## config.mk

```make
export PLATFORM = sky130hd
export DESIGN_NAME = rtcs_port
export DESIGN_NICKNAME = d
export VERILOG_FILES = /design/src/hw/rtcs_fifo.v /design/src/hw/rtcs_port.v
export VERILOG_INCLUDE_DIRS = /design/src /design/src/hw
export SDC_FILE = /design/constraint.sdc
export NUM_CORES = 1
export LEC_CHECK = 0
export BUFFER_PORTS_ARGS = -buffer_cell sky130_fd_sc_hd__buf_2
export CELL_PAD_IN_SITES_DETAIL_PLACEMENT = 1
export CELL_PAD_IN_SITES_GLOBAL_PLACEMENT = 1
export CORE_UTILIZATION = 39
export DETAILED_ROUTE_END_ITERATION = 10
export PLACE_DENSITY_LB_ADDON = 0.1
export SLEW_MARGIN = 25
export SYNTH_ARGS = -nofsm -noshare
export SYNTH_HDL_FRONTEND = slang
export SYNTH_HIERARCHICAL = 1
export SYNTH_SLANG_ARGS = --single-unit
```

## constraint.sdc

```tcl
create_clock -name clk -period 6.3 [get_ports clk]
set_input_delay 0.945 -clock clk [delete_from_list [all_inputs] [get_ports clk]]
set_output_delay 0.945 -clock clk [all_outputs]
set_load 0.01 [all_outputs]
```

## src/hw/rtcs_defs.vh

```
// Constants for the two-wire slave port of the real-time clock.
// Assumes inclusion by bare name from the port module.
`ifndef RTCS_DEFS_VH
`define RTCS_DEFS_VH
`define RTCS_DEV_ADDR 7'h68
`define RTCS_LOC_COUNT 5'h14
`define RTCS_LOC_LAST 5'h13
`define RTCS_CLOCK_LAST 5'h07
`define RTCS_PTR_RESET 5'h00
`define RTCS_SYNC_INIT 3'h3
`define RTCS_ADDR_MSB 7
`define RTCS_RW_BIT 0
`define RTCS_BITS_PER_BYTE 4'h8
`define RTCS_FIFO_WIDTH 13
`define RTCS_FIFO_DEPTH 4
`define RTCS_FIFO_AW 2
`define RTCS_SCL_MIN_HIGH_NS 600
`define RTCS_CLK_NS 100
`define RTCS_SCL_HIGH_CYC ((`RTCS_SCL_MIN_HIGH_NS + `RTCS_CLK_NS - 1) / `RTCS_CLK_NS)
`endif

```

## src/hw/rtcs_fifo.v

```verilog
// Holds no logic: the write FIFO module sits in the port's design file.
// Assumes nothing; reading it defines no module.

```

## src/hw/rtcs_port.v

```verilog
// Two-wire slave port of a real-time clock: conditions, address match, pointer, byte moves.
// Assumes scl, sda and supply_low come from outside the clock domain; register storage sits outside.
// Behaviour
// Access opens with START and address byte; answer only to address D0h.
// Twenty byte locations reached in fixed sequence, clock bytes first.
// Supply below threshold aborts any transfer and clears the pointer.
// While supply is low, bus inputs are ignored entirely.
// Master starts only on an idle bus, both lines high.
// Data stable while clock high; changes then are control conditions.
// Data falling while clock high is START.
// Data rising while clock high is STOP.
// Eight-bit bytes, one clock per bit, acknowledge on ninth clock.
// Unlimited bytes between START and STOP. Code ignores the bus until next START once a data byte ends while the write FIFO is full.
// Acknowledger holds data low through the acknowledge clock high.
// Master skips last acknowledge; device then releases data line.
// Addressed read: write pointer, repeated START, read from pointer.
// Pointer advances by one only on an acknowledge clock.
// Each acknowledged read byte is followed by the next address.
// Clock copy frozen while pointer in 00h-07h; resumes on STOP or 08h+.
// Read without pointer load starts at the held pointer.
// Write: first byte loads pointer, later bytes stored then pointer advances.
// Acknowledge address, word address and every received data byte. The code gives no acknowledge for a data byte while the write FIFO is full.
// Unmatched address: no acknowledge, line released until next START.
// Pointer wraps from last location back to zero.
`timescale 1ns/10ps
`default_nettype none
`include "rtcs_defs.vh"

// Small write FIFO, valid/ready on both sides
module rtcs_fifo #(
    parameter WIDTH = 13,
    parameter DEPTH = 4,
    parameter AW = 2
) (
    input wire clk,
    input wire rst_n,
    input wire in_valid,
    output wire in_ready,
    input wire [WIDTH-1:0] in_data,
    output wire out_valid,
    input wire out_ready,
    output wire [WIDTH-1:0] out_data
);
    reg [WIDTH-1:0] mem [0:DEPTH-1];
    reg [AW-1:0] wr_ptr;
    reg [AW-1:0] rd_ptr;
    reg [AW:0] count;
    wire do_wr;
    wire do_rd;

    assign in_ready = (count != DEPTH[AW:0]);
    assign out_valid = (count != {(AW+1){1'b0}});
    assign out_data = mem[rd_ptr];
    assign do_wr = in_valid && in_ready;
    assign do_rd = out_valid && out_ready;

    always @(posedge clk) begin
        if (do_wr) begin
            mem[wr_ptr] <= in_data;
        end
    end

    always @(posedge clk or negedge rst_n) begin
        if (!rst_n) begin
            wr_ptr <= {AW{1'b0}};
            rd_ptr <= {AW{1'b0}};
            count <= {(AW+1){1'b0}};
        end else begin
            if (do_wr) begin
                wr_ptr <= wr_ptr + 1'b1;
            end
            if (do_rd) begin
                rd_ptr <= rd_ptr + 1'b1;
            end
            if (do_wr && !do_rd) begin
                count <= count + 1'b1;
            end else if (do_rd && !do_wr) begin
                count <= count - 1'b1;
            end
        end
    end
endmodule

// Port proper
module rtcs_port (
    input wire clk,
    input wire rst_n,
    input wire scl,
    input wire sda_in,
    output reg sda_out,
    output reg sda_oe,
    input wire supply_low,
    output reg [4:0] rd_addr,
    input wire [7:0] rd_data,
    output wire wr_valid,
    input wire wr_ready,
    output wire [4:0] wr_addr,
    output wire [7:0] wr_data,
    output reg freeze_update,
    output reg busy
);
    localparam ST_IDLE = 3'h0;
    localparam ST_ADDR = 3'h1;
    localparam ST_WORD = 3'h2;
    localparam ST_DATA = 3'h3;
    localparam ST_SEND = 3'h4;
    localparam ST_RACK = 3'h5;
    localparam ST_IGNORE = 3'h6;

    localparam SYNC_INIT = `RTCS_SYNC_INIT;

    reg scl_d;
    reg sda_d;
    reg [2:0] state;
    reg [3:0] bit_cnt;
    reg [7:0] shift;
    reg [4:0] ptr;
    reg ack_phase;
    reg fifo_in_valid;
    reg [12:0] fifo_in_data;
    wire scl_s;
    wire sda_s;
    wire low_s;
    wire scl_rise;
    wire scl_fall;
    wire start_cond;
    wire stop_cond;
    wire fifo_in_ready;
    wire [12:0] fifo_out_data;
    wire [2:0] pin_raw;
    wire [2:0] pin_sync;
    genvar gi;

    function [4:0] ptr_next;
        input [4:0] p;
        begin
            if (p == `RTCS_LOC_LAST) begin
                ptr_next = `RTCS_PTR_RESET;
            end else begin
                ptr_next = p + 5'h01;
            end
        end
    endfunction

    // Two-flop synchronisers: supply, data, clock
    assign pin_raw = {supply_low, sda_in, scl};
    generate
        for (gi = 0; gi < 3; gi = gi + 1) begin : g_sync
            reg [1:0] ff;
            always @(posedge clk or negedge rst_n) begin
                if (!rst_n) begin
                    ff <= {2{SYNC_INIT[gi]}};
                end else begin
                    ff <= {ff[0], pin_raw[gi]};
                end
            end
            assign pin_sync[gi] = ff[1];
        end
    endgenerate

    assign scl_s = pin_sync[0];
    assign sda_s = pin_sync[1];
    assign low_s = pin_sync[2];
    assign scl_rise = scl_s && !scl_d;
    assign scl_fall = !scl_s && scl_d;
    assign start_cond = scl_s && scl_d && sda_d && !sda_s;
    assign stop_cond = scl_s && scl_d && !sda_d && sda_s;

    always @(posedge clk or negedge rst_n) begin
        if (!rst_n) begin
            scl_d <= 1'b1;
            sda_d <= 1'b1;
        end else begin
            scl_d <= scl_s;
            sda_d <= sda_s;
        end
    end

    always @(posedge clk or negedge rst_n) begin
        if (!rst_n) begin
            state <= ST_IDLE;
            bit_cnt <= 4'h0;
            shift <= 8'h00;
            ptr <= `RTCS_PTR_RESET;
            ack_phase <= 1'b0;
            sda_out <= 1'b0;
            sda_oe <= 1'b0;
            fifo_in_valid <= 1'b0;
            fifo_in_data <= 13'h0000;
            rd_addr <= `RTCS_PTR_RESET;
            busy <= 1'b0;
        end else begin
            if (fifo_in_valid && fifo_in_ready) begin
                fifo_in_valid <= 1'b0;
            end
            rd_addr <= ptr;
            if (low_s) begin
                state <= ST_IDLE;
                ptr <= `RTCS_PTR_RESET;
                sda_oe <= 1'b0;
                ack_phase <= 1'b0;
                busy <= 1'b0;
            end else if (start_cond) begin
                state <= ST_ADDR;
                bit_cnt <= 4'h0;
                ack_phase <= 1'b0;
                sda_oe <= 1'b0;
                busy <= 1'b1;
            end else if (stop_cond) begin
                state <= ST_IDLE;
                sda_oe <= 1'b0;
                ack_phase <= 1'b0;
                busy <= 1'b0;
            end else begin
                case (state)
                    ST_IDLE, ST_IGNORE: begin
                        sda_oe <= 1'b0;
                    end
                    ST_ADDR, ST_WORD, ST_DATA: begin
                        if (!ack_phase) begin
                            if (scl_rise) begin
                                shift <= {shift[6:0], sda_s};
                                bit_cnt <= bit_cnt + 4'h1;
                            end
                            if (scl_fall && bit_cnt == `RTCS_BITS_PER_BYTE) begin
                                bit_cnt <= 4'h0;
                                if (state == ST_ADDR && shift[`RTCS_ADDR_MSB:1] != `RTCS_DEV_ADDR) begin
                                    state <= ST_IGNORE;
                                end else if (state == ST_DATA && !fifo_in_ready) begin
                                    state <= ST_IGNORE;
                                end else begin
                                    ack_phase <= 1'b1;
                                    sda_out <= 1'b0;
                                    sda_oe <= 1'b1;
                                end
                            end
                        end else if (scl_fall) begin
                            ack_phase <= 1'b0;
                            sda_oe <= 1'b0;
                            if (state == ST_ADDR) begin
                                if (shift[`RTCS_RW_BIT]) begin
                                    state <= ST_SEND;
                                    sda_out <= rd_data[7];
                                    sda_oe <= !rd_data[7];
                                    shift <= {rd_data[6:0], 1'b1};
                                    bit_cnt <= 4'h1;
                                end else begin
                                    state <= ST_WORD;
                                end
                            end else if (state == ST_WORD) begin
                                ptr <= (shift[4:0] > `RTCS_LOC_LAST) ? `RTCS_PTR_RESET : shift[4:0];
                                state <= ST_DATA;
                            end else begin
                                fifo_in_valid <= 1'b1;
                                fifo_in_data <= {ptr, shift};
                                ptr <= ptr_next(ptr);
                            end
                        end
                    end
                    ST_SEND: begin
                        if (scl_fall) begin
                            if (bit_cnt == `RTCS_BITS_PER_BYTE) begin
                                sda_oe <= 1'b0;
                                state <= ST_RACK;
                            end else begin
                                sda_out <= shift[7];
                                sda_oe <= !shift[7];
                                shift <= {shift[6:0], 1'b1};
                                bit_cnt <= bit_cnt + 4'h1;
                            end
                        end
                    end
                    ST_RACK: begin
                        if (scl_rise) begin
                            ack_phase <= !sda_s;
                            if (!sda_s) begin
                                ptr <= ptr_next(ptr);
                            end
                        end
                        if (scl_fall) begin
                            if (ack_phase) begin
                                state <= ST_SEND;
                                sda_out <= rd_data[7];
                                sda_oe <= !rd_data[7];
                                shift <= {rd_data[6:0], 1'b1};
                                bit_cnt <= 4'h1;
                            end else begin
                                state <= ST_IGNORE;
                            end
                            ack_phase <= 1'b0;
                        end
                    end
                    default: begin
                        state <= ST_IDLE;
                    end
                endcase
            end
        end
    end

    always @(posedge clk or negedge rst_n) begin
        if (!rst_n) begin
            freeze_update <= 1'b0;
        end else begin
            freeze_update <= busy && !low_s && !stop_cond && (ptr <= `RTCS_CLOCK_LAST);
        end
    end

    rtcs_fifo #(
        .WIDTH(`RTCS_FIFO_WIDTH),
        .DEPTH(`RTCS_FIFO_DEPTH),
        .AW(`RTCS_FIFO_AW)
    ) u_fifo (
        .clk(clk),
        .rst_n(rst_n),
        .in_valid(fifo_in_valid),
        .in_ready(fifo_in_ready),
        .in_data(fifo_in_data),
        .out_valid(wr_valid),
        .out_ready(wr_ready),
        .out_data(fifo_out_data)
    );
    assign wr_addr = fifo_out_data[12:8];
    assign wr_data = fifo_out_data[7:0];
endmodule
`default_nettype wire

```

Word-level counts from Yosys, hierarchy flattened

Memory sizes are Yosys's and may differ from the RTL's.
Index checks and enable logic that the tools add are counted.

Memories: 1
Memory bits (read-only): 0
Register bits after elaboration: 59
Input port bits: 14
Logic and storage cells: 237
RAM bits: 52
Latch bits: 0

Divide/modulo/power cells: 0
Bitwise gates (word level): 5
Mux-type cells: 105
Shifts and indexed selects: 0
Multiply operators: 0
$lt $le $gt $ge: 2
Reductions and logical operators: 48
Equality and inequality tests: 49
$add $sub $neg: 6

Memories:

| name       | depth | bits a word | read ports | clocked after Yosys merged registers in | wr ports | line           | source |
|---|---|---|---|---|---|---|---|
| u_fifo.mem | 4     | 13          | 1          | 0                                       | 1        | rtcs_port.v:44 | `reg [WIDTH-1:0] mem [0:DEPTH-1];` |

Operator list:

| kind                                  | count |
|---|---|
| 8-bit 2-to-1 mux                      | 9 |
| 5-bit 2-to-1 mux                      | 11 |
| 3-bit != test, second input constant  | 17 |
| 1-bit 2-to-1 mux                      | 49 |
| 3-bit 2-to-1 mux                      | 16 |
| 4-bit 2-to-1 mux                      | 12 |
| 8-bit AND reduction                   | 4 |
| 6-bit != test, second input constant  | 5 |
| 5-bit != test, second input constant  | 5 |
| 8-bit one-hot mux with 3 select lines | 1 |
| 11-bit AND reduction                  | 2 |
| 7-bit != test, second input constant  | 3 |
| 1-bit logical AND                     | 17 |
| 4-bit != test, second input constant  | 4 |
| 14-bit AND reduction                  | 1 |
| 3-bit one-hot mux with 4 select lines | 1 |
| 4-bit one-hot mux with 3 select lines | 1 |
| 12-bit AND reduction                  | 1 |
| 3-bit nonzero test                    | 4 |
| 1-bit logical NOT                     | 11 |
| 2-bit != test, second input constant  | 5 |
| 5-bit one-hot mux with 2 select lines | 1 |
| 3-bit == test, second input constant  | 3 |
| 7-bit nonzero test                    | 1 |
| other kinds (24)                      | 31 |

Longest topological paths before layout

Gate-level depths: netlist of the first run.

Depth after elaboration: 11
Depth in mapped cells: 9

Cells and area by module

Netlist of the first run, hierarchy kept.

Modules (own cells, without submodules):

| module    | times used | cells an instance | area an instance (sq um) |
|---|---|---|---|
| rtcs_port | 1          | 265               | 2811.4 |
| rtcs_fifo | 1          | 103               | 2316.0 |

Least setup slack after synthesis of the first run

OpenSTA, ideal clock, no wires.

Path type: in2reg
From: input wr_ready
To: register u_fifo.count[2]
Required time: 6.221 ns
Stages: 7
Setup time: 0.079 ns
Arrival time: 2.052 ns
Path slack: 4.169 ns
Path through: nand2_1 ha_1 inv_1 fa_1 xor2_1 nor2_1 xor2_1

Word-level cells in the longest chain between the ends: 4
Elaborated cells on any way between the ends: 6

RTL lines:

| element                                                       | line           | source |
|---|---|---|
| from (decl)                                                   | rtcs_port.v:96 | `input wire wr_ready,` |
| 1-bit logical AND *                                           | rtcs_port.v:55 | `assign do_rd = out_valid && out_ready;` |
| 1-bit logical NOT                                             | rtcs_port.v:75 | `if (do_wr && !do_rd) begin` |
| 1-bit logical AND                                             | rtcs_port.v:75 |  |
| 3-bit 2-to-1 mux / 2-bit nonzero test (equally long branches) | --             |  |
| to (signal assigned)                                          | rtcs_port.v:67 | `count <= {(AW+1){1'b0}};` |
| to (signal assigned)                                          | rtcs_port.v:76 | `count <= count + 1'b1;` |
| to (signal assigned)                                          | rtcs_port.v:78 | `count <= count - 1'b1;` |
| to (decl)                                                     | rtcs_port.v:47 | `reg [AW:0] count;` |

Every way passes the cells marked *; elsewhere a longest branch is shown, timed or not.
A chain may end at the register's enable or synchronous reset.

Worst setup path in the final report of the first run

From: register u_fifo.rd_ptr[0]
To: output wr_addr[4]

Word-level cells in the longest chain between the ends: 1

RTL lines:

| element                | line           | source |
|---|---|---|
| from (decl)            | rtcs_port.v:46 | `reg [AW-1:0] rd_ptr;` |
| from (signal assigned) | rtcs_port.v:66 | `rd_ptr <= {AW{1'b0}};` |
| from (signal assigned) | rtcs_port.v:73 | `rd_ptr <= rd_ptr + 1'b1;` |
| memory read 4 x 13 bit | --             |  |
| to (decl)              | rtcs_port.v:97 | `output wire [4:0] wr_addr,` |

Every way passes these cells.

==> metrics.md, run 1 <==
| Metric | Value |
|---|---|
| Slew at the pin closest to its max-slew limit | `between 0.8 and 0.9 ns` |
| Total Routing Usage GR | `17.4%` |
| Primary FF master, synth | `dfrtp_1` |
| Unrepaired setup endpoints after global routing | `false` |
| Clock latency on the worst-skew pair | `0.34 ns` |
| Wirelength, routed | `10,800 um` |
| DP HPWL | `7530 um` |
| Warnings, synthesis | `6` |
| Asr flop ratio synth | `a little over half` |
| Nets@finish | `about 430` |
| Max_slew headroom | `43.4%` |
| Unique masters post-synth | `68` |
| I/O Pins | `37` |
| Cell Rows | `roughly 40` |
| Die height | `117 um` |
| Status | `completed` |
| CTS tree | `built` |
| P per Cell Area | `251 nW/um^2` |
| Initial Utilization | `40.3%` |
| Final Setup Violations | `0` |
| Startpoint Class | `flip-flop` |
| Post-synthesis sequential area ratio | `59.4%` |
| CTS Root Cell | `clkbuf_16` |
| Mapped Area | `5130 um^2` |
| Synth-to-layout area growth | `10.5%` |
| Commonest non-fill, non-tap cell in the layout | `dfrtp_1` |
| Worst Hold Class | `flip-flop to flip-flop` |
| Pre-antenna DRT Iters | `4` |
| Final Max Slew Viols | `0` |
| R2r setup slk | `roughly 3.8 ns` |
| Synth Instances | `about 370` |
| CTS Hold Bufs | `0` |
| Port bufs | `36` |
| Period utilization | `47.7%` |
| Diode count | `0` |
| Most frequent cells in the layout | `53 x dfrtp_1, 52 x edfxtp_1, 36 x buf_2` |
| Yosys reg bits | `111` |
| Final hold viol count | `0` |
| Worst EP required | `5.35 ns` |
| Core Area | `12,700 um^2` |
| CTS Sinks | `111` |
| Number of max-cap violations | `0` |
| Crit Path Class | `flip-flop to primary output` |
| Number of synthesized flops with an enable pin | `52` |
| Syn Nets | `394` |
| Resized Gates After CTS | `0` |
| Finished Core Util | `44.5%` |
| Largest net degree at the start of global routing | `60` |
| Global-route wire length before repair | `~17,000 um` |
| # DRC | `0` |
| Die X | `117 um` |
| H-tree Lvls | `3` |
| Clock slew at reported path FFs | `approximately 0.070 ns` |
| Clock Skew | `0.00482 ns` |
| Avg WL per Cell | `between 15 and 20 um` |
| Achievable frequency | `333 MHz` |
| Initial antenna violation count | `0` |
| Total number of vias | `3,124` |
| GPL Wtd Cong | `0.857` |
| DRT antenna net count | `0` |
| Die area | `around 14,000 um^2` |
| Min cycle time layout | `approximately 3.0 ns` |
| Share of layout cells above drive strength 1 | `between 20% and 30%` |
| Syn Area/Cell | `13.9 um^2` |
| CTS Buf Count | `9` |
| Setup TNS | `0 ns` |
| Crit Path Max Fanout | `15` |
| Vias per inst | `5.42` |
| LEAKAGE | `~0.0025 uW` |
| Iter 0 DRT Violations | `112` |
| Overflow after GRT | `0` |
| Worst path arrival time | `2.06 ns` |
| Postcts setup bufs | `0` |
| Worst VDD drop | `0.106 mV` |
| Worst setup EP type | `primary output` |
| CTS Buffer Depth | `2` |
| Vias in the first global route | `between 3,000 and 4,000` |
==> sequential cells by signal, summed over array words and instances (netlist names), 2 cells and up <==
| signal | cells |
|---|---|
| u_fifo/wr_ptr | 2 |
| u_fifo/rd_ptr | 2 |
| shift | 8 |
| state | 3 |
| u_fifo/count | 3 |
| ptr | 5 |
| fifo_in_data | 13 |
| g_sync.ff | 6 |
| bit_cnt | 4 |
| u_fifo/mem | 52 |
| rd_addr | 5 |
==> synth_stat cells, types with 2 or more instances <==
library cell	instances	area, um^2
mux2_2	22	248
nand4_1	2	12.5
buf_6	5	56.3
buf_2	5	25.0
nand2b_1	4	25.0
a31oi_1	7	43.8
nand3_1	6	30.0
nor4_1	6	37.5
nor4b_1	2	17.5
o21bai_1	2	15.0
nor3_1	7	35.0
nand3b_1	2	15.0
a211oi_1	3	22.5
edfxtp_1	52	1560
a22o_1	6	52.6
or3_1	2	12.5
a21o_1	4	30.0
a311oi_1	2	17.5
o311ai_0	2	17.5
mux4_2	8	180
a2bb2oi_1	2	17.5
mux4_1	5	131
clkbuf_1	2	7.51
a22oi_1	2	15.0
a21oi_1	15	75.1
dfrtp_1	53	1330
and2_1	5	31.3
inv_1	18	67.6
nand2_1	17	63.8
nor2_1	15	56.3
ha_1	11	138
o22ai_1	6	37.5
mux2i_1	3	30.0
dfstp_2	6	158
nor3_4	2	32.5
buf_4	3	22.5
o21ai_0	12	60.1
nor2b_1	5	31.3
xor2_1	3	26.3
a32oi_1	3	26.3
xnor2_1	4	35.0
==> path summary, 6_finish.rpt <==
kind / from / endpoint / depth (start not counted)
setup reg to reg: state[1]$_DFFE_PN0P_ / bit_cnt[0]$_DFFE_PN0P_ / 5
max in group asynchronous: rst_n / u_fifo/count[0]$_DFFE_PN0P_ / 2
setup / recovery: u_fifo/rd_ptr[0]$_DFFE_PN0P_ / wr_addr[4] / 2
hold / removal: g_sync[2].ff[0]$_DFF_PN0_ / g_sync[2].ff[1]$_DFF_PN0_ / 0
min in group asynchronous: rst_n / bit_cnt[1]$_DFFE_PN0P_ / 2
hold reg to reg: g_sync[2].ff[0]$_DFF_PN0_ / g_sync[2].ff[1]$_DFF_PN0_ / 0
==> critical path, stage by stage, from the launching register on <==
cell and delay, ns:
dfrtp_1 0.90, mux4_1 0.65, buf_2 0.16
==> routing by layer <==
metal | track usage [%] | share of wire [%] | up-vias
li1 | - | - | 1469
met1 | 22.8 | 47 | 1606
met2 | 28.9 | 49 | 40
met3 | 2.96 | 2.3 | 9
met4 | 6.84 | 1.3 | 0
met5 | 0 | 0 | -
==> report_power, final <==
group	switching [uW]	internal, uW	total (uW)
Clock	260	272	531
Combinational	51.9	39.3	91.2
Sequential	27.7	774	802
Total	339	1090	1420
==> cells by family after synthesis <==
family          share of synthesized area (%)
flops                                    59.4
buf+inv                                  3.98
mux                                      11.5
simple gates                             9.10
xor+xnor                                 1.20
fa+ha+maj                                3.07
compound gates                           11.8
==> area by class of cell <==
cell class | instances | area, um^2
clock inverter | 6 | 42.5
clock buffer | 10 | 229
sequential | 111 | 3050
timing repair buffer | 37 | 188
inverter | 18 | 67.6
fill | 1377 | 7060
multi-input combinational | 222 | 1880
tap | 172 | 215
==> metrics by stage <==
step	setup slack, ns	std cells	total power, uW	cell area (um^2)	hold WS, ns
after floorplan	4.17	368	873	5130	0.331
after global placement	3.69	560	904	5390	0.333
after detailed placement	3.62	560	910	5390	0.336
after CTS	3.24	576	1450	5670	0.354
after global routing	3.15	576	1480	5670	0.358
final	3.29	576	1420	5670	0.350
(Power assumes the default switching activity.)
==> run 2: changes to the inputs <==
==> constraint.sdc (replaced) <==
create_clock -name clk -period 2.8 [get_ports clk]
set_input_delay 0.42 -clock clk [delete_from_list [all_inputs] [get_ports clk]]
set_output_delay 0.42 -clock clk [all_outputs]
set_load 0.01 [all_outputs]
==> run 2 against run 1 <==
- flip-flop and latch count stayed put
- non-clock buffer count grew 4
- sequential power rose by 120%
- worst setup slack lost 3.0 ns
- design area increased by 0.64%
- count of clock-buffer cells in the layout is 1 higher
- combinational power grew 130%
- total power up 130%
- global-route usage increased by 0.40 points
- utilization rose by 0.29 points
- highest routed layer unchanged
- clock skew grew 0.0015 ns
- register-to-register slack got worse by 3.4 ns
==> metrics.md, run 2 (synthesis gave the netlist of run 1 again) <==
| Metric | Value |
|---|---|
| Startpoint Class | `flip-flop` |
| Clock Skew | `0.00631 ns (+0.00148 ns)` |
| Largest net degree at the start of global routing | `60 (unchanged)` |
| Cell Rows | `41 (unchanged)` |
| CTS Root Cell | `clkbuf_16` |
| CTS tree | `built` |
| Period utilization | `87.8%` |
| Resized Gates After CTS | `0 (unchanged)` |
| R2r setup slk | `0.34 ns (-3.45 ns)` |
| Status | `completed` |
| Critical R2R Launch | `scl_d$_DFF_PN1_` |
| Clock slew at reported path FFs | `0.07 ns (about the same)` |
| Buffers and inverters on the worst path | `0 (-1)` |
| DRT antenna net count | `0 (unchanged)` |
| Share of layout cells above drive strength 1 | `25.1% (+0.56 points)` |
| Pre-antenna DRT Iters | `4 (unchanged)` |
| Area post-placement | `5440 um^2 (+0.79%)` |
| Die height | `117 um (unchanged)` |
| CTS Hold Bufs | `0 (unchanged)` |
| I/O Pins | `37 (unchanged)` |
| Nets@finish | `429 (+0.94%)` |
| Slew at the pin closest to its max-slew limit | `0.796 ns (-0.0538 ns)` |
| Total number of vias | `3,120 (-0.13%)` |
| Overflow after GRT | `0 (unchanged)` |
| Setup TNS | `0 ns (unchanged)` |
| Avg WL per Cell | `18.8 um (-0.27%)` |
| Crit Path Max Fanout | `9 (-6)` |
| Final Max Slew Viols | `0 (unchanged)` |
| Max incr delay on CP | `0.55 ns (-0.35 ns)` |
| Commonest non-fill, non-tap cell in the layout | `dfrtp_1` |
| Max reg flops | `52 (unchanged)` |
| Worst reg2reg path endpoint | `bit_cnt[0]$_DFFE_PN0P_` |
| Most frequent cells in the layout | `53 x dfrtp_1, 52 x edfxtp_1, 36 x buf_2` |
| Clock latency on the worst-skew pair | `0.36 ns (+0.02 ns)` |
| # DRC | `0 (unchanged)` |
| Die X | `117 um (unchanged)` |
| Regs by FF count | `u_fifo/mem x52, fifo_in_data x13, shift x8` |
| Min cycle time layout | `2.46 ns` |
| Cell mode on critical path | `nor4_1` |
| Core Area | `12,700 um^2 (unchanged)` |
| Achievable frequency | `roughly 410 MHz` |
| Crit Path Class | `flip-flop to flip-flop` |
| Port bufs | `36 (unchanged)` |
| CP max-delay cell | `dfstp_2` |
| LEAKAGE | `0.00248 uW (+0.49%)` |
| P per Cell Area | `562 nW/um^2 (+120%)` |
| Unrepaired setup endpoints after global routing | `false` |
| Worst EP required | `3.05 ns (-2.30 ns)` |
| Final Setup Violations | `0 (unchanged)` |
| Vias in the first global route | `3,305 (+3.5%)` |
| Vias per inst | `5.39 (-0.65%)` |
| CTS Buf Count | `9 (unchanged)` |
| Global-route wire length before repair | `17,700 um (+1.2%)` |
| Number of max-cap violations | `0 (unchanged)` |
| Wirelength, routed | `10,900 um (+0.25%)` |
| Initial Utilization | `40.3% (unchanged)` |
| Final hold viol count | `0 (unchanged)` |
| Total Routing Usage GR | `17.8% (+0.40 points)` |
| Synth-to-layout area growth | `11.2%` |
| Worst path arrival time | `2.70 ns (+0.64 ns)` |
| Postcts setup bufs | `0 (unchanged)` |
| Max_slew headroom | `47.0% (+3.6 points)` |
| DP HPWL | `7550 um (+0.26%)` |
| CTS Buffer Depth | `2 (unchanged)` |
| Fin area | `5700 um^2 (+0.64%)` |
| Iter 0 DRT Violations | `142 (+27%)` |
| Top reg by flops | `u_fifo/mem` |
| Diode count | `0 (unchanged)` |
| Initial antenna violation count | `0 (unchanged)` |
| CP Cell Sequence | `ha_1 -> and4b_1 -> nor4_1 -> nor4_1 -> a311oi_1 -> a211o_1` |
| Worst Hold Class | `primary input to async pin` |
| Worst setup EP type | `flip-flop` |
| GPL Wtd Cong | `0.860 (+0.40%)` |
| H-tree Lvls | `3 (unchanged)` |
| Worst reg2reg path depth | `6 (+1)` |
| Die area | `13,600 um^2 (unchanged)` |
| Worst VDD drop | `0.246 mV (+130%)` |
| Crit-path leading delay family | `simple AND/OR/NAND/NOR gates` |
| CTS Sinks | `111 (unchanged)` |
| WHS | `0.0372 ns (-0.313 ns)` |
-- run 2: changes by cell type in the layout (fill, tap and decap cells not counted) --
cell	delta
clkinv_2	-2
inv_6	-1
buf_4	+3
clkbuf_1	+1
clkinv_4	+1
clkinvlp_4	+2
clkinv_1	-1
buf_12	+1
inv_8	-1
-- run 2: final cells by class --
cell class	count	area (um^2)
tap	172	215
inverter	18	67.6
clock buffer	11	233
fill	1327	7020
clock inverter	4	32.5
multi-input combinational	222	1880
sequential	111	3050
timing repair buffer	41	230
-- run 2: stage by stage --
step           utilization [%]  instances  power (uW)  worst slack (ns)
6_report                  44.8        579        3210             0.342
5_1_grt                   44.8        579        3340             0.189
2_1_floorplan                -        368        1970             0.702
3_3_place_gp              42.7        564        2040             0.440
3_5_place_dp              42.7        564        2050             0.403
4_1_cts                   44.8        579        3260             0.388
-- run 2: worst register-to-register path, cell delays in order (launching register included) --
cell and delay, ns:
dfstp_2 0.55, ha_1 0.36, and4b_1 0.42, nor4_1 0.10, nor4_1 0.47, a311oi_1 0.19
a211o_1 0.27
-- run 2: worst max-delay path by stage --
stage / end / from / cells past startpoint / slack [ns]
6_report: bit_cnt[0]$_DFFE_PN0P_ / scl_d$_DFF_PN1_ / 6 / 0.34
5_1_grt: bit_cnt[0]$_DFFE_PN0P_ / state[1]$_DFFE_PN0P_ / 5 / 0.19
4_1_cts: bit_cnt[0]$_DFFE_PN0P_ / scl_d$_DFF_PN1_ / 6 / 0.39
3_5_place_dp: bit_cnt[0]$_DFFE_PN0P_ / scl_d$_DFF_PN1_ / 6 / 0.40
3_3_place_gp: bit_cnt[0]$_DFFE_PN0P_ / scl_d$_DFF_PN1_ / 6 / 0.44
2_1_floorplan: state[0]$_DFFE_PN0P_ / g_sync[0].ff[1]$_DFF_PN1_ / 8 / 0.70
-- run 2: metal layers --
metal / wire (um) / track usage [%] / vias to the layer above
met1: 5110 / 23.0 / 1578
met3: 292 / 4.05 / 23
met2: 5210 / 28.7 / 49
met5: 0 / 0 / -
met4: 255 / 8.19 / 0
li1: - / - / 1470
-- run 2: where the power goes --
part           leakage (uW)  switching, uW  total (uW)  internal (uW)
Clock              0.000122            588        1190            605
Combinational      0.000980            119         210           90.8
Sequential          0.00138           62.8        1800           1740
